File: src/rtl/rtcs_consts.vh
`ifndef RTCS_CONSTS_VH
`define RTCS_CONSTS_VH
// register addresses
`define A_HALT      4'h1
`define A_OSC_FAULT_IRQ_ENABLE      4'h2
`define A_RATE      4'h4
`define A_CENT      4'h6
`define A_CLK_LAST  4'h7
`define A_CAL       4'h8
`define A_DOG       4'h9
`define A_AL_MON    4'ha
`define A_AL_DATE   4'hb
`define A_AL_HOUR   4'hc
`define A_AL_MIN    4'hd
`define A_AL_SEC    4'he
`define A_FLAGS     4'hf
// bit positions
`define B_TOP       7
`define B_SUB       6
`define B_FIXED_32K_PIN      5
`define B_OF        2
// reset values
`define RST_RATE    4'h1
`define RST_DOG     8'h00
`define RST_OUT     1'b1
`define RST_FIXED_32K_PIN    1'b1
`define RST_OF      1'b1
// repeat codes {alarm_repeat_sel}
`define RPT_MIN     5'h1e
`define RPT_HOUR    5'h1c
`define RPT_DAY     5'h18
`define RPT_MONTH   5'h10
`define RPT_YEAR    5'h00
// wave rate codes
`define RATE_OFF    4'h0
`define RATE_32K    4'h1
// watchdog resolution codes
`define RES_16HZ    3'h0
`define RES_4HZ     3'h1
`define RES_1HZ     3'h2
`define RES_4S      3'h3
`define RES_1MIN    3'h4
// divider taps
`define DIV_W       15
`define DIV16_MASK  11'h7ff
`define TAP_512     5
// timing
`define CLK_NS      8
`define OSC_LOSS_NS 100000
`define OSC_LOSS_CYC ((`OSC_LOSS_NS + `CLK_NS - 1) / `CLK_NS)
`define REC_NS      200000000
`define REC_CYC     ((`REC_NS + `CLK_NS - 1) / `CLK_NS)
`endif

File: src/rtl/rtcs_dog.v
`timescale 1ns/10ps
`default_nettype none
`include "rtcs_consts.vh"
module rtcs_dog (
    input  wire       i_clk,
    input  wire       i_rst,
    input  wire       i_tick16,
    input  wire       i_load,
    input  wire       i_restart,
    input  wire [4:0] i_mult,
    input  wire [2:0] i_res,
    output reg        o_expire
);
    reg  [14:0] cnt_q;
    reg         run_q;
    reg  [14:0] period;
    wire        valid = (i_res <= `RES_1MIN);

    // period counted in 16 Hz ticks
    always @* begin
        case (i_res)
            `RES_16HZ: period = {10'h000, i_mult};
            `RES_4HZ:  period = {8'h00, i_mult, 2'h0};
            `RES_1HZ:  period = {6'h00, i_mult, 4'h0};
            `RES_4S:   period = {4'h0, i_mult, 6'h00};
            `RES_1MIN: period = {i_mult, 10'h000} - {4'h0, i_mult, 6'h00};
            default:   period = 15'h0000;
        endcase
    end

    always @(posedge i_clk) begin
        if (i_rst) begin
            cnt_q    <= 15'h0000;
            run_q    <= 1'b0;
            o_expire <= 1'b0;
        end else begin
            o_expire <= 1'b0;
            if (i_load) begin
                if (!valid || (i_mult == 5'h00 && i_res == `RES_16HZ)) begin
                    run_q <= 1'b0;
                end else if (i_mult == 5'h00) begin
                    run_q    <= 1'b0;
                    o_expire <= 1'b1;
                end else begin
                    run_q <= 1'b1;
                    cnt_q <= period;
                end
            end else if (i_restart && run_q) begin
                cnt_q <= period;
            end else if (run_q && i_tick16) begin
                if (cnt_q == 15'h0001) begin
                    o_expire <= 1'b1;
                    run_q    <= 1'b0;
                end else begin
                    cnt_q <= cnt_q - 15'h0001;
                end
            end
        end
    end
endmodule // rtcs_dog
`default_nettype wire

File: src/rtl/rtcs_top.v
`timescale 1ns/10ps
`default_nettype none
`include "rtcs_consts.vh"
module rtcs_top #(
    parameter        DOG_USES_PIN = 0,
    parameter        WAVE_DEF_ON  = 1,
    parameter [31:0] OSC_LOSS_CYC = `OSC_LOSS_CYC,
    parameter [31:0] REC_CYC      = `REC_CYC
) (
    input  wire       I_CLOCK,
    input  wire       I_RST,
    input  wire       I_OSC_CLK,
    input  wire       I_REG_WR,
    input  wire       I_REG_RD,
    input  wire [3:0] I_REG_ADDR,
    input  wire [7:0] I_REG_WDATA,
    output reg  [7:0] O_REG_RDATA,
    input  wire [3:0] I_PTR_ADDR,
    input  wire       I_SEC_TICK,
    input  wire [6:0] I_SEC,
    input  wire [6:0] I_MIN,
    input  wire [5:0] I_HOUR,
    input  wire [5:0] I_DATE,
    input  wire [4:0] I_MONTH,
    input  wire [7:0] I_YEAR,
    input  wire       I_CENTURY_ROLL,
    output reg  [1:0] O_CENTURY_COUNT,
    output reg        O_LEAP_ALLOWED,
    output reg        O_WAVE_PIN,
    output reg        O_FIXED_32K_PIN,
    output reg        O_OSC_HALT,
    output wire       O_IRQ_PIN_O,
    output reg        O_IRQ_PIN_OE,
    output wire       O_DOG_RESET_PULSE_N_O,
    output reg        O_DOG_RESET_PULSE_N_OE
);
    reg  [3:0]  wave_rate_sel_q;
    reg         wave_enable_q;
    reg         fixed_32k_enable_q;
    reg         osc_fault_irq_enable_q;
    reg         out_level_q;
    reg         freq_test_bit_q;
    reg  [5:0]  cal_q;
    reg  [7:0]  dog_q;
    reg         alarm_irq_enable_q;
    reg  [4:0]  al_mon_q;
    reg  [7:0]  al_date_q;
    reg  [7:0]  al_hour_q;
    reg  [7:0]  al_min_q;
    reg  [7:0]  al_sec_q;
    reg         dog_expired_flag_q;
    reg         alarm_hit_flag_q;
    reg         osc_fault_flag_q;
    reg         alarm_irq_q;
    reg         dog_irq_q;
    reg         alarm_pend_q;
    reg         osc_s1_q;
    reg         osc_s2_q;
    reg         osc_s3_q;
    reg  [`DIV_W-1:0] div_q;
    reg  [31:0] loss_q;
    reg         osc_dead_q;
    reg  [31:0] rec_q;
    reg         match;
    reg  [7:0]  rd_d;

    wire       wr_flags  = I_REG_WR && I_REG_ADDR == `A_FLAGS;
    wire       rd_flags  = I_REG_RD && I_REG_ADDR == `A_FLAGS;
    wire       wr_dog    = I_REG_WR && I_REG_ADDR == `A_DOG;
    wire       wr_clock  = I_REG_WR && I_REG_ADDR <= `A_CLK_LAST;
    wire       osc_rise  = osc_s2_q && !osc_s3_q;
    wire       osc_run   = !O_OSC_HALT && !osc_dead_q;
    wire       tick16    = osc_rise && osc_run && div_q[10:0] == `DIV16_MASK;
    wire [3:0] tap       = wave_rate_sel_q - `RATE_32K;
    wire [4:0] rpt       = {al_date_q[`B_SUB], al_date_q[`B_TOP], al_hour_q[`B_TOP],
                            al_min_q[`B_TOP], al_sec_q[`B_TOP]};
    wire       dog_expire;
    // the timer loads on the write edge, before dog_q holds the new byte
    wire [7:0] dog_new   = wr_dog ? I_REG_WDATA : dog_q;
    wire       irq_cfg   = osc_fault_irq_enable_q || alarm_irq_enable_q || dog_q != `RST_DOG;
    wire       irq_act   = alarm_irq_q || dog_irq_q ||
                           (osc_fault_irq_enable_q && osc_fault_flag_q);
    wire       year_div4 = I_YEAR[4] ? (I_YEAR[3:0] == 4'h2 || I_YEAR[3:0] == 4'h6) :
                           (I_YEAR[3:0] == 4'h0 || I_YEAR[3:0] == 4'h4 ||
                            I_YEAR[3:0] == 4'h8);

    assign O_IRQ_PIN_O           = 1'b0;
    assign O_DOG_RESET_PULSE_N_O = 1'b0;

    rtcs_dog u_dog (
        .i_clk     (I_CLOCK),
        .i_rst     (I_RST),
        .i_tick16  (tick16),
        .i_load    (wr_dog),
        .i_restart (wr_clock),
        .i_mult    (dog_new[6:2]),
        .i_res     ({dog_new[`B_TOP], dog_new[1:0]}),
        .o_expire  (dog_expire)
    );

    // alarm comparison by repeat code
    always @* begin
        case (rpt)
            `RPT_MIN:   match = I_SEC == al_sec_q[6:0];
            `RPT_HOUR:  match = I_SEC == al_sec_q[6:0] && I_MIN == al_min_q[6:0];
            `RPT_DAY:   match = I_SEC == al_sec_q[6:0] && I_MIN == al_min_q[6:0] &&
                                I_HOUR == al_hour_q[5:0];
            `RPT_MONTH: match = I_SEC == al_sec_q[6:0] && I_MIN == al_min_q[6:0] &&
                                I_HOUR == al_hour_q[5:0] && I_DATE == al_date_q[5:0];
            `RPT_YEAR:  match = I_SEC == al_sec_q[6:0] && I_MIN == al_min_q[6:0] &&
                                I_HOUR == al_hour_q[5:0] && I_DATE == al_date_q[5:0] &&
                                I_MONTH == al_mon_q;
            default:    match = 1'b1;
        endcase
    end

    // oscillator sampling, divider, stop detection
    always @(posedge I_CLOCK) begin
        if (I_RST) begin
            osc_s1_q   <= 1'b0;
            osc_s2_q   <= 1'b0;
            osc_s3_q   <= 1'b0;
            div_q      <= {`DIV_W{1'b0}};
            loss_q     <= 32'h0000_0000;
            osc_dead_q <= 1'b0;
        end else begin
            osc_s1_q <= I_OSC_CLK;
            osc_s2_q <= osc_s1_q;
            osc_s3_q <= osc_s2_q;
            if (osc_rise) begin
                loss_q     <= 32'h0000_0000;
                osc_dead_q <= 1'b0;
            end else if (loss_q >= OSC_LOSS_CYC) begin
                osc_dead_q <= 1'b1;
            end else begin
                loss_q <= loss_q + 32'h0000_0001;
            end
            if (osc_rise && !O_OSC_HALT)
                div_q <= div_q + {{(`DIV_W-1){1'b0}}, 1'b1};
        end
    end

    // register writes and control bits
    always @(posedge I_CLOCK) begin
        if (I_RST) begin
            O_OSC_HALT             <= 1'b0;
            osc_fault_irq_enable_q <= 1'b0;
            wave_rate_sel_q        <= `RST_RATE;
            wave_enable_q          <= (WAVE_DEF_ON != 0);
            fixed_32k_enable_q     <= `RST_FIXED_32K_PIN;
            out_level_q            <= `RST_OUT;
            freq_test_bit_q        <= 1'b0;
            cal_q                  <= 6'h00;
            dog_q                  <= `RST_DOG;
            alarm_irq_enable_q     <= 1'b0;
            al_mon_q               <= 5'h00;
            al_date_q              <= 8'h00;
            al_hour_q              <= 8'h00;
            al_min_q               <= 8'h00;
            al_sec_q               <= 8'h00;
            O_CENTURY_COUNT        <= 2'h0;
        end else begin
            if (I_REG_WR) begin
                case (I_REG_ADDR)
                    `A_HALT:    O_OSC_HALT <= I_REG_WDATA[`B_TOP];
                    `A_OSC_FAULT_IRQ_ENABLE:    osc_fault_irq_enable_q <= I_REG_WDATA[`B_TOP];
                    `A_RATE:    wave_rate_sel_q <= I_REG_WDATA[7:4];
                    `A_CAL: begin
                        out_level_q     <= I_REG_WDATA[`B_TOP];
                        freq_test_bit_q <= I_REG_WDATA[`B_SUB];
                        cal_q           <= I_REG_WDATA[5:0];
                    end
                    `A_DOG:     dog_q <= I_REG_WDATA;
                    `A_AL_MON: begin
                        alarm_irq_enable_q <= I_REG_WDATA[`B_TOP];
                        wave_enable_q      <= I_REG_WDATA[`B_SUB];
                        fixed_32k_enable_q <= I_REG_WDATA[`B_FIXED_32K_PIN];
                        al_mon_q           <= I_REG_WDATA[4:0];
                    end
                    `A_AL_DATE: al_date_q <= I_REG_WDATA;
                    `A_AL_HOUR: al_hour_q <= I_REG_WDATA;
                    `A_AL_MIN:  al_min_q <= I_REG_WDATA;
                    `A_AL_SEC:  al_sec_q <= I_REG_WDATA;
                    default: begin
                    end
                endcase
            end
            if (I_CENTURY_ROLL)
                O_CENTURY_COUNT <= O_CENTURY_COUNT + 2'h1;
            else if (I_REG_WR && I_REG_ADDR == `A_CENT)
                O_CENTURY_COUNT <= I_REG_WDATA[7:6];
        end
    end

    // flags and interrupt sources; a set beats a clear in the same cycle
    always @(posedge I_CLOCK) begin
        if (I_RST) begin
            dog_expired_flag_q <= 1'b0;
            alarm_hit_flag_q   <= 1'b0;
            osc_fault_flag_q   <= `RST_OF;
            alarm_irq_q        <= 1'b0;
            dog_irq_q          <= 1'b0;
            alarm_pend_q       <= 1'b0;
        end else begin
            if (I_SEC_TICK && match && I_PTR_ADDR == `A_FLAGS)
                alarm_pend_q <= 1'b1;
            else if (I_PTR_ADDR != `A_FLAGS)
                alarm_pend_q <= 1'b0;
            if ((I_SEC_TICK && match) || alarm_pend_q) begin
                if (I_PTR_ADDR != `A_FLAGS) begin
                    alarm_hit_flag_q <= 1'b1;
                    if (alarm_irq_enable_q)
                        alarm_irq_q <= 1'b1;
                end
            end else if (rd_flags) begin
                alarm_hit_flag_q <= 1'b0;
                alarm_irq_q      <= 1'b0;
            end
            if (dog_expire)
                dog_expired_flag_q <= 1'b1;
            else if (rd_flags)
                dog_expired_flag_q <= 1'b0;
            if (dog_expire && DOG_USES_PIN == 0)
                dog_irq_q <= 1'b1;
            else if (wr_dog)
                dog_irq_q <= 1'b0;
            if (O_OSC_HALT || osc_dead_q)
                osc_fault_flag_q <= 1'b1;
            else if (wr_flags && !I_REG_WDATA[`B_OF])
                osc_fault_flag_q <= 1'b0;
        end
    end

    // read data, sampled on the read strobe
    always @* begin
        case (I_REG_ADDR)
            `A_HALT:    rd_d = {O_OSC_HALT, 7'h00};
            `A_OSC_FAULT_IRQ_ENABLE:    rd_d = {osc_fault_irq_enable_q, 7'h00};
            `A_RATE:    rd_d = {wave_rate_sel_q, 4'h0};
            `A_CENT:    rd_d = {O_CENTURY_COUNT, 6'h00};
            `A_CAL:     rd_d = {out_level_q, freq_test_bit_q, cal_q};
            `A_DOG:     rd_d = dog_q;
            `A_AL_MON:  rd_d = {alarm_irq_enable_q, wave_enable_q, fixed_32k_enable_q,
                                al_mon_q};
            `A_AL_DATE: rd_d = al_date_q;
            `A_AL_HOUR: rd_d = al_hour_q;
            `A_AL_MIN:  rd_d = al_min_q;
            `A_AL_SEC:  rd_d = al_sec_q;
            `A_FLAGS:   rd_d = {dog_expired_flag_q, alarm_hit_flag_q, 3'h0,
                                osc_fault_flag_q, 2'h0};
            default:    rd_d = 8'h00;
        endcase
    end

    always @(posedge I_CLOCK) begin
        if (I_RST)
            O_REG_RDATA <= 8'h00;
        else if (I_REG_RD)
            O_REG_RDATA <= rd_d;
    end

    // pins
    always @(posedge I_CLOCK) begin
        if (I_RST) begin
            O_WAVE_PIN             <= 1'b0;
            O_FIXED_32K_PIN        <= 1'b0;
            O_IRQ_PIN_OE           <= 1'b0;
            O_DOG_RESET_PULSE_N_OE <= 1'b0;
            O_LEAP_ALLOWED         <= 1'b0;
            rec_q                  <= 32'h0000_0000;
        end else begin
            if (!wave_enable_q || !osc_run || wave_rate_sel_q == `RATE_OFF)
                O_WAVE_PIN <= 1'b0;
            else if (wave_rate_sel_q == `RATE_32K)
                O_WAVE_PIN <= osc_s2_q;
            else
                O_WAVE_PIN <= div_q[tap];
            O_FIXED_32K_PIN <= fixed_32k_enable_q && osc_run && osc_s2_q;
            if (irq_cfg)
                O_IRQ_PIN_OE <= irq_act;
            else if (freq_test_bit_q && out_level_q)
                O_IRQ_PIN_OE <= !div_q[`TAP_512];
            else
                O_IRQ_PIN_OE <= !out_level_q;
            if (dog_expire && DOG_USES_PIN != 0) begin
                rec_q                  <= REC_CYC;
                O_DOG_RESET_PULSE_N_OE <= 1'b1;
            end else if (rec_q > 32'h0000_0001) begin
                rec_q <= rec_q - 32'h0000_0001;
            end else begin
                rec_q                  <= 32'h0000_0000;
                O_DOG_RESET_PULSE_N_OE <= 1'b0;
            end
            O_LEAP_ALLOWED <= O_CENTURY_COUNT == 2'h0 && year_div4;
        end
    end
endmodule // rtcs_top
`default_nettype wire

File: config.mk
export PLATFORM = sky130hd
export DESIGN_NAME = rtcs_top
export DESIGN_NICKNAME = d
export VERILOG_FILES = /design/src/rtl/rtcs_dog.v /design/src/rtl/rtcs_top.v
export VERILOG_INCLUDE_DIRS = /design/src /design/src/rtl
export SDC_FILE = /design/constraint.sdc
export NUM_CORES = 1
export LEC_CHECK = 0
export ABC_AREA = 1
export CAP_MARGIN = 20
export CORE_MARGIN = 2
export CORE_UTILIZATION = 40
export DETAILED_ROUTE_END_ITERATION = 8
export DONT_BUFFER_PORTS = 1
export SYNTH_ARGS = -nofsm -noshare
export SYNTH_HDL_FRONTEND = slang
export SYNTH_SLANG_ARGS = --single-unit
File: constraint.sdc
create_clock -name I_CLOCK -period 2 [get_ports I_CLOCK]
set_input_delay 0 -clock I_CLOCK [delete_from_list [all_inputs] [get_ports I_CLOCK]]
set_output_delay 0 -clock I_CLOCK [all_outputs]
set_load 0.01 [all_outputs]
Yosys cells after proc, flatten, opt, wreduce, memory -nomap -nowiden

Cells that the tools add are included.

Register bits after elaboration: 150
Bits of input ports: 62
Logic and storage cells: 205

Add/subtract/negate cells: 6
$lt $le $gt $ge: 4
Equality and inequality tests: 40
Multiplexer cells: 41
Reduce and logical (&&, ||, !) cells: 78

Operators with widths:

| kind                                                                | count |
|---|---|
| case mux 8 bit (12 select lines)                                    | 1 |
| 2-to-1 mux 15 bit                                                   | 6 |
| case mux 15 bit (5 select lines)                                    | 1 |
| == test 4 bit, second input constant                                | 10 |
| adder 32 x 1 -> 32 bit, second input constant                       | 1 |
| greater-or-equal comparator 32 x 14 -> 1 bit, second input constant | 1 |
| 2-to-1 mux 1 bit                                                    | 28 |
| logical AND 1 bit                                                   | 25 |
| AND reduction 2 bit                                                 | 11 |
| == test 5 bit, second input constant                                | 4 |
| == test 4 x 3 -> 1 bit, second input constant                       | 4 |
| adder 15 x 1 -> 15 bit, second input constant                       | 1 |
| == test 15 x 1 -> 1 bit, second input constant                      | 1 |
| subtractor 15 x 1 -> 15 bit, second input constant                  | 1 |
| subtractor 15 x 11 -> 15 bit                                        | 1 |
| == test 7 bit                                                       | 2 |
| nonzero test 2 bit                                                  | 7 |
| == test 6 bit                                                       | 2 |
| logical OR 1 bit                                                    | 12 |
| == test 11 bit, second input constant                               | 1 |
| logical NOT 5 bit                                                   | 2 |
| != test 2 bit, second input constant                                | 5 |
| logical NOT 1 bit                                                   | 9 |
| == test 4 x 1 -> 1 bit, second input constant                       | 2 |
| 24 further kinds                                                    | 31 |

Longest topological paths before layout

Gate-level depths: netlist of run 1.

Word-level depth: 10
Mapped depth: 20

Modules after synthesis

A second synthesis of run 1 with hierarchy kept.

Cells, all modules: 1213
Area, all modules: 8114.0 µm²

By module, submodules not included:

| module   | instances | cells an instance | area an instance (µm²) | seq. area each (µm²) |
|---|---|---|---|---|
| rtcs_top | 1         | 923               | 6463.7                 | 2662.6 |
| rtcs_dog | 1         | 290               | 1650.3                 | 340.3 |

Worst setup path after synthesis of run 1

No wires, ideal clock.

Kind: reg-to-reg
Start: reg wave_rate_sel_q[0]
End: reg O_WAVE_PIN
Arrival time: 1928 ps
Setup slack: -45 ps
Cell stages (with the launch flop): 12
Path buffers: 1
Period minus slack after synthesis: 2045 ps
Cells stage by stage: dfxtp_1 -> clkbuf_1 -> clkinv_1 -> ha_1 -> inv_1 -> a21oi_1 -> o21ai_0 -> nand2_1 -> o211ai_1 -> o21ai_0 -> o2111ai_1 -> inv_1

Longest elaborated chain between the ends: 4
Elaborated cells on any way between the ends: 8

Ends and longest elaborated chain:

| item                                   | line           | text |
|---|---|---|
| start, declared                        | rtcs_top.v:37  | `reg [3:0] wave_rate_sel_q;` |
| start signal, assigned                 | rtcs_top.v:148 | `` wave_rate_sel_q <= `RST_RATE; `` |
| start signal, assigned                 | rtcs_top.v:167 | `` `A_RATE: wave_rate_sel_q <= I_REG_WDATA[7:4]; `` |
| subtractor 4 x 1 -> 4 bit (no line)    | n/a            |  |
| binary-select mux 1 bit (select 4 bit) | rtcs_top.v:277 | `O_WAVE_PIN <= div_q[tap];` |
| 2-to-1 mux 1 bit (implied by the code) | rtcs_top.v:277 |  |
| 2-to-1 mux 1 bit                       | rtcs_top.v:274 | `` else if (wave_rate_sel_q == `RATE_32K) `` |
| end signal, assigned                   | rtcs_top.v:275 | `O_WAVE_PIN <= osc_s2_q;` |
| end signal, assigned                   | rtcs_top.v:277 |  |
| end, declared                          | rtcs_top.v:29  | `output reg O_WAVE_PIN,` |

Parallel ways exist; a longest one is shown, timed or not. The select of a mux whose other input is x is not followed.
A chain may end at the register's enable or synchronous reset.

Worst setup path after layout of run 1

Start: reg u_dog.cnt_q[0]
End: reg u_dog.cnt_q[8]

Longest elaborated chain between the ends: 5
Elaborated cells on any way between the ends: 8

Ends and longest elaborated chain:

| item                        | line          | text |
|---|---|---|
| start, declared             | rtcs_dog.v:14 | `reg [14:0] cnt_q;` |
| start signal, assigned      | rtcs_dog.v:46 | `cnt_q <= period;` |
| start signal, assigned      | rtcs_dog.v:49 | `cnt_q <= period;` |
| start signal, assigned      | rtcs_dog.v:55 | `cnt_q <= cnt_q - 15'h0001;` |
| subtractor 15 x 1 -> 15 bit | rtcs_dog.v:55 |  |
| 2-to-1 mux 15 bit           | rtcs_dog.v:51 | `if (cnt_q == 15'h0001) begin` |
| 2-to-1 mux 15 bit           | rtcs_dog.v:50 | `end else if (run_q && i_tick16) begin` |
| 2-to-1 mux 15 bit           | rtcs_dog.v:48 | `end else if (i_restart && run_q) begin` |
| 2-to-1 mux 15 bit           | rtcs_dog.v:38 | `if (i_load) begin` |

Parallel ways exist; a longest one is shown, timed or not. The select of a mux whose other input is x is not followed.

==> results.json, run 1 <==
{
  "routedWlPerCell_um": 15.27,
  "grt_pass1_wl_mm": 35.91,
  "firstDrtPassIters": 5,
  "core_um2": 19330,
  "grt_usage": 0.2225,
  "clkSinkCount": 150,
  "synthMuxAreaShare": 0,
  "final_hold_viol_count": 0,
  "p_per_area_nw_per_um2": 747.9,
  "dieWidth_um": 144.0,
  "yosysMostFrequentCell": "nand2_1",
  "timing.final.crit_share": 0.9267,
  "nNetsFinal": 1293,
  "cp_cell_sequence": "inv_1 > ha_2 > nand2_1 > nor2_1 > inv_1 > or2_2 > nor2_1 > a21oi_1 > o21ai_0 > a21boi_1 > a21oi_1",
  "netlist.area_leader.share": 0.3833,
  "drc": 0,
  "grt_overflow": 0,
  "worst_pin_slew_ns": 0.6418,
  "grt_max_degree": 53,
  "yosysSeqAreaShare": 0.3833,
  "grt_setup_unrepaired": "yes",
  "outcome": "completed",
  "min_path_cells": 5,
  "cp_max_fo": 4,
  "vdd_drop_max_uv": 565.7,
  "cts_tree": "built",
  "required_ns": 2.32,
  "routed_wl_mm": 22.86,
  "vias": 7623,
  "cts_root_buf": "clkbuf_16",
  "slowest_delay_ns": 0.32,
  "endpoint_kind": "flop",
  "ios": 80,
  "syn_to_final_growth_pct": 18.33,
  "async_flop_share": 0,
  "drive_above_1_share": 0.09578,
  "synth_edf_count": 0,
  "ant_nets": 0,
  "yosysUniqueCellTypes": 50,
  "initial_utilization": 0.4052,
  "p_leak_nw": 3.782,
  "synthTopCellsByArea": "dfxtp_1 (38%), nand2_1 (11%), inv_1 (8.4%)",
  "cts_buffers": 17,
  "io_buffers": 0,
  "yosys.area_share.simple": 0.2619,
  "synthAdderAreaFrac": 0.01757,
  "vias_per_cell": 5.092,
  "critPathSlowestCell": "dfxtp_1",
  "internal_power_mw": 5.099,
  "fin_area_um2": 9271,
  "yosys.area.top_type": "dfxtp_1",
  "synth-seq-cells": 150,
  "switchingPower_mw": 1.835,
  "diodes": 0,
  "synth_top_family_by_area": "simple AND/OR/NAND/NOR gates",
  "criticalPathCategory": "reg -> reg",
  "dpl.hpwl_mm": 16.28,
  "grt_pass1_vias": 6818,
  "clock_power_share": 0.455,
  "syn_area_um2": 7835,
  "synthTopCellsByCount": "nand2_1 (228), inv_1 (176), dfxtp_1 (150)",
  "die_h_um": 144.0,
  "antenna_found_initial": 0,
  "max_freq_mhz": 539.6,
  "synth_top_flop_cell": "dfxtp_1",
  "avgSynthCellArea_um2": 6.737,
  "dpl-instance-area_um2": 8267,
  "clk_latency_ns": 0.43,
  "clock-skew-final_ns": 0.009959,
  "p_comb_frac": 0.099,
  "ys_warn_count": 0,
  "synth_compound_area_frac": 0.2041,
  "setup_viol": 0,
  "power_frac_seq": 0.446,
  "synth_xor_area_frac": 0.02236,
  "swShare": 0.2647,
  "h-tree-depth": 4,
  "place.gp.congestion": 0.8962,
  "netlist_instances": 1163,
  "rr_worst_depth": 11,
  "rows": 51,
  "cts_buffer_depth": 2,
  "slew_violations": 0,
  "holdWs_ns": 0.01506,
  "die-area_um2": 20720,
  "path_clk_slew_ns": 0.07,
  "crit_arrival_ns": 2.18,
  "min_period_ns": 1.853,
  "min_path_type": "in -> reg",
  "slew_headroom": 0.5706,
  "crit_path_start_kind": "flop",
  "drtIter0Drc": 498,
  "drv_cap": 0
}
-- path summary, 6_finish.rpt --
check,slack [ns],startpoint,end
worst max register to register,0.15,u_dog.cnt_q[0]$_SDFFE_PP0P_,u_dog.cnt_q[8]$_SDFFE_PP0P_
worst min-delay path,0.02,I_REG_ADDR[1],dog_expired_flag_q$_SDFFE_PP0P_
worst min register to register,0.42,osc_s1_q$_SDFF_PP0_,osc_s2_q$_SDFF_PP0_
worst max-delay path,0.15,u_dog.cnt_q[0]$_SDFFE_PP0P_,u_dog.cnt_q[8]$_SDFFE_PP0P_
-- flip-flops by register name, summed over array words and instances, names as in the netlist, 5 cells and up --
signal / cells
u_dog.cnt_q: 15
al_mon_q: 5
cal_q: 6
dog_q: 8
al_date_q: 8
al_sec_q: 8
al_min_q: 8
O_REG_RDATA: 8
div_q: 15
loss_q: 32
al_hour_q: 8
-- per-layer routing --
| metal | global-route usage | part of all wire |
|---|---|---|
| met1 | 0.2920 | 0.45 |
| met2 | 0.3647 | 0.47 |
| met5 | 0 | 0 |
| met4 | 0.07688 | 0.019 |
| met3 | 0.04432 | 0.065 |
-- logic make-up after synthesis --
family / after synthesis
AO/OA/AOI/OAI: 280
other: 1
AND/OR/NAND/NOR: 481
buffers and inverters: 220
XOR/XNOR: 20
adder cells (fa/ha/maj): 11
flip-flops: 150
-- timing repair --
| action | CTS | global route |
|---|---|---|
| endpoints found under the setup margin | 0 | 22 |
| endpoints found under the hold margin | 100 | 2 |
| gates resized for setup | 0 | 23 |
| setup buffers | 0 | 5 |
| hold buffers | 30 | 2 |
-- stage by stage --
stage               setup WS [ns]  setup TNS [ns]  utilization  cells  power (mW)
floorplan                 0.05020               0            -   1165       3.603
global placement           0.1470               0       0.4276   1430       3.718
detailed placement        0.05685               0       0.4276   1430       3.722
CTS                       0.01890               0       0.4737   1491       6.958
global route            -0.008928       -0.008928       0.4795   1497       7.188
finish                     0.1466               0       0.4795   1497       6.934
-- worst max-delay path, delay by kind of cell, from the launching register on --
kind | cells | cell delay, ns
buf+inv | 2 | 0.21
simple gates | 4 | 0.61
flops | 1 | 0.32
fa+ha+maj | 1 | 0.23
compound gates | 4 | 0.39
-- layout make-up --
type | instances | area (µm²)
clock buffer | 20 | 456.7
clock inverter | 11 | 117.6
fill | 2012 | 10060
inverter | 186 | 701.9
multi-input combinational | 795 | 4033
sequential | 150 | 3005
tap | 265 | 331.6
timing repair buffer | 70 | 625.6
-- power by group through the flow --
stage | logic [mW] | clock network (mW) | registers, mW
after floorplan | 0.458 | 0 | 3.15
after global placement | 0.561 | 0 | 3.16
after detailed placement | 0.564 | 0 | 3.16
after CTS | 0.670 | 3.20 | 3.09
after global routing | 0.773 | 3.32 | 3.10
final | 0.689 | 3.15 | 3.09
-- cell usage in the layout (no fill, tap or decap), types with 3 or more instances in the layout --
master / synthesis / layout
a21oi_1: 114 / 113
a221oi_1: 7 / 7
a31oi_1: 3 / 3
buf_4: 3 / 39
clkbuf_16: 0 / 17
clkinv_1: 4 / 3
clkinv_4: 0 / 4
conb_1: 1 / 3
dfxtp_1: 150 / 148
dlygate4sd3_1: 0 / 28
ha_1: 11 / 9
inv_1: 176 / 176
inv_2: 5 / 5
inv_6: 0 / 3
nand2_1: 228 / 227
nand2_2: 6 / 7
nand3_1: 60 / 60
nand4_1: 17 / 17
nor2_1: 129 / 122
nor2_2: 2 / 8
nor2_4: 3 / 4
nor3_1: 17 / 13
nor3_2: 0 / 4
nor4_1: 7 / 7
o2111ai_1: 4 / 4
o211ai_1: 7 / 7
o21a_1: 3 / 3
o21ai_0: 92 / 91
o21ai_1: 7 / 7
o21ai_2: 4 / 5
o22ai_1: 21 / 21
o41ai_1: 4 / 4
xnor2_1: 9 / 9
xor2_1: 11 / 11
(Power assumes the default switching activity.)
==> inputs of run 2 (changes only) <==
--- a/config.mk
+++ b/config.mk
@@ -8,7 +8,6 @@
 export LEC_CHECK = 0
 export ABC_AREA = 1
 export CAP_MARGIN = 20
-export CORE_MARGIN = 2
 export CORE_UTILIZATION = 40
 export DETAILED_ROUTE_END_ITERATION = 8
 export DONT_BUFFER_PORTS = 1
==> run 2 against run 1 <==
Compared with the run above:
- the run now ends with hold timing left
- clock skew is 0.00058 ns lower
- first-iteration DRC count is 1.4% higher
- utilization is 1.4 points higher
- clock power is 7.0% higher
- routed wire length is 1.5% higher
- global-route usage is 1.3 points higher
- die area is 2.8% lower
- critical path type unchanged
- sequential power hardly changed
- sequential cell count stayed put
==> results.json, run 2 (synthesized netlist as in run 1, its figures left out) <==
{
  "rows": 50,
  "dpl-instance-area_um2": 8255,
  "drive_above_1_share": 0.08692,
  "required_ns": 2.35,
  "firstDrtPassIters": 5,
  "clk_latency_ns": 0.43,
  "vias": 7669,
  "cts_buffers": 17,
  "mostFrequentLayoutCell": "nand2_1",
  "largest_reg_flops": 32,
  "clock_power_share": 0.471,
  "h-tree-depth": 4,
  "setup_viol": 0,
  "initial_utilization": 0.4133,
  "vias_per_cell": 5.144,
  "swShare": 0.2562,
  "place.gp.congestion": 0.8851,
  "internal_power_mw": 5.319,
  "criticalPathCategory": "reg -> reg",
  "cts_buffer_depth": 2,
  "slew_headroom": 0.5363,
  "postLayoutSetupSlackWorst_ns": 0.09653,
  "cp_max_fo": 5,
  "grt_max_degree": 56,
  "p_leak_nw": 3.812,
  "timing.final.crit_share": 0.9517,
  "diodes": 0,
  "fin_area_um2": 9355,
  "clkSinkCount": 150,
  "routed_wl_mm": 23.20,
  "endpoint_kind": "flop",
  "cts_tree": "built",
  "grt_pass1_vias": 7042,
  "ios": 80,
  "core_um2": 18960,
  "drv_cap": 0,
  "multiInputGateArea_um2": 4041,
  "min_path_type": "in -> reg",
  "holdWs_ns": -0.01423,
  "die_h_um": 142.0,
  "dieWidth_um": 142.0,
  "vdd_drop_max_uv": 589.4,
  "die-area_um2": 20150,
  "nNetsFinal": 1292,
  "drc": 0,
  "reg.largest.list": "loss_q x32, div_q x15, u_dog.cnt_q x15",
  "seqCellArea_um2": 3004,
  "final_hold_viol_count": 1,
  "grt_usage": 0.2352,
  "clock-skew-final_ns": 0.009384,
  "final_cell_mix": "nand2_1 (228), inv_1 (174), dfxtp_1 (149), nor2_1 (127), a21oi_1 (113)",
  "grt_pass1_wl_mm": 36.23,
  "power_frac_seq": 0.432,
  "grt_overflow": 0,
  "antenna_found_initial": 1,
  "slew_violations": 0,
  "crit_arrival_ns": 2.25,
  "dpl.hpwl_mm": 16.43,
  "pre_cts_slack_ns": 0.1094,
  "io_buffers": 0,
  "p_comb_frac": 0.097,
  "routedWlPerCell_um": 15.56,
  "outcome": "complete, but fails checks",
  "max_freq_mhz": 525.4,
  "crit_path_start_kind": "flop",
  "top_register": "loss_q",
  "min_period_ns": 1.903,
  "fin_total_pwr_mw": 7.150,
  "setup_tns_ns": 0,
  "violations": "hold timing",
  "final_cells": 1491,
  "syn_to_final_growth_pct": 19.40,
  "cts_root_buf": "clkbuf_16",
  "place_inst": 1421,
  "drtIter0Drc": 505,
  "ant_nets": 0,
  "worst_pin_slew_ns": 0.6930,
  "switchingPower_mw": 1.832,
  "fill_cells": 1907,
  "path_clk_slew_ns": 0.06,
  "p_per_area_nw_per_um2": 764.3,
  "post-route-util": 0.4935
}
-- run 2: cell count changes in the layout (fill, tap and decap cells not counted), moves of 5 or more --
cell	previous run	this run
buf_4	39	28
dlygate4sd3_1	28	35
nor2_1	122	127
nor2_2	8	3
-- run 2: final timing paths --
path                               from                              end  slack, ns  cells after the start
hold / removal            I_REG_ADDR[2]  O_CENTURY_COUNT[0]$_SDFFE_PP0P_      -0.01                      5
setup / recovery  dog_q[2]$_SDFFE_PP0P_        u_dog.o_expire$_SDFF_PP0_        0.1                      9
hold reg to reg     osc_s1_q$_SDFF_PP0_              osc_s2_q$_SDFF_PP0_       0.41                      2
setup reg to reg  dog_q[2]$_SDFFE_PP0P_        u_dog.o_expire$_SDFF_PP0_        0.1                      9
-- run 2: critical path: stages, from the launching register on --
cell and delay, ns:
dfxtp_1 0.31, inv_1 0.10, nand2_1 0.07, o21ai_2 0.11
ha_1 0.22, inv_1 0.09, nor2_4 0.14, dlygate4sd3_1 0.56
nand3_1 0.08, a21oi_1 0.14
-- run 2: per-layer routing --
layer  wire (µm)  global-route usage
met5          11                   0
met1       10500              0.2949
met2       10950              0.3912
met4         580             0.09847
met3        1166             0.04980
-- run 2: power by group through the flow --
| stage | sequential [mW] | clock (mW) | combinational, mW |
|---|---|---|---|
| floorplan | 3.15 | 0 | 0.458 |
| global placement | 3.16 | 0 | 0.562 |
| detailed placement | 3.16 | 0 | 0.569 |
| CTS | 3.09 | 3.41 | 0.677 |
| global route | 3.10 | 3.55 | 0.777 |
| finish | 3.09 | 3.37 | 0.693 |
-- run 2: timing repair --
item	4_1_cts	5_1_grt
endpoints found under the hold margin	102	0
hold buffers	38	0
gates resized for setup	0	21
setup endpoints to repair	0	24
buffers inserted	0	1
-- run 2: area by class of cell --
type,count,share of cell area
Sequential cell,150,0.3211
Tap cell,260,0.03477
Multi-Input combinational cell,795,0.4320
Clock inverter,13,0.01846
Timing Repair Buffer,69,0.07102
Clock buffer,18,0.04694
Inverter,186,0.07570
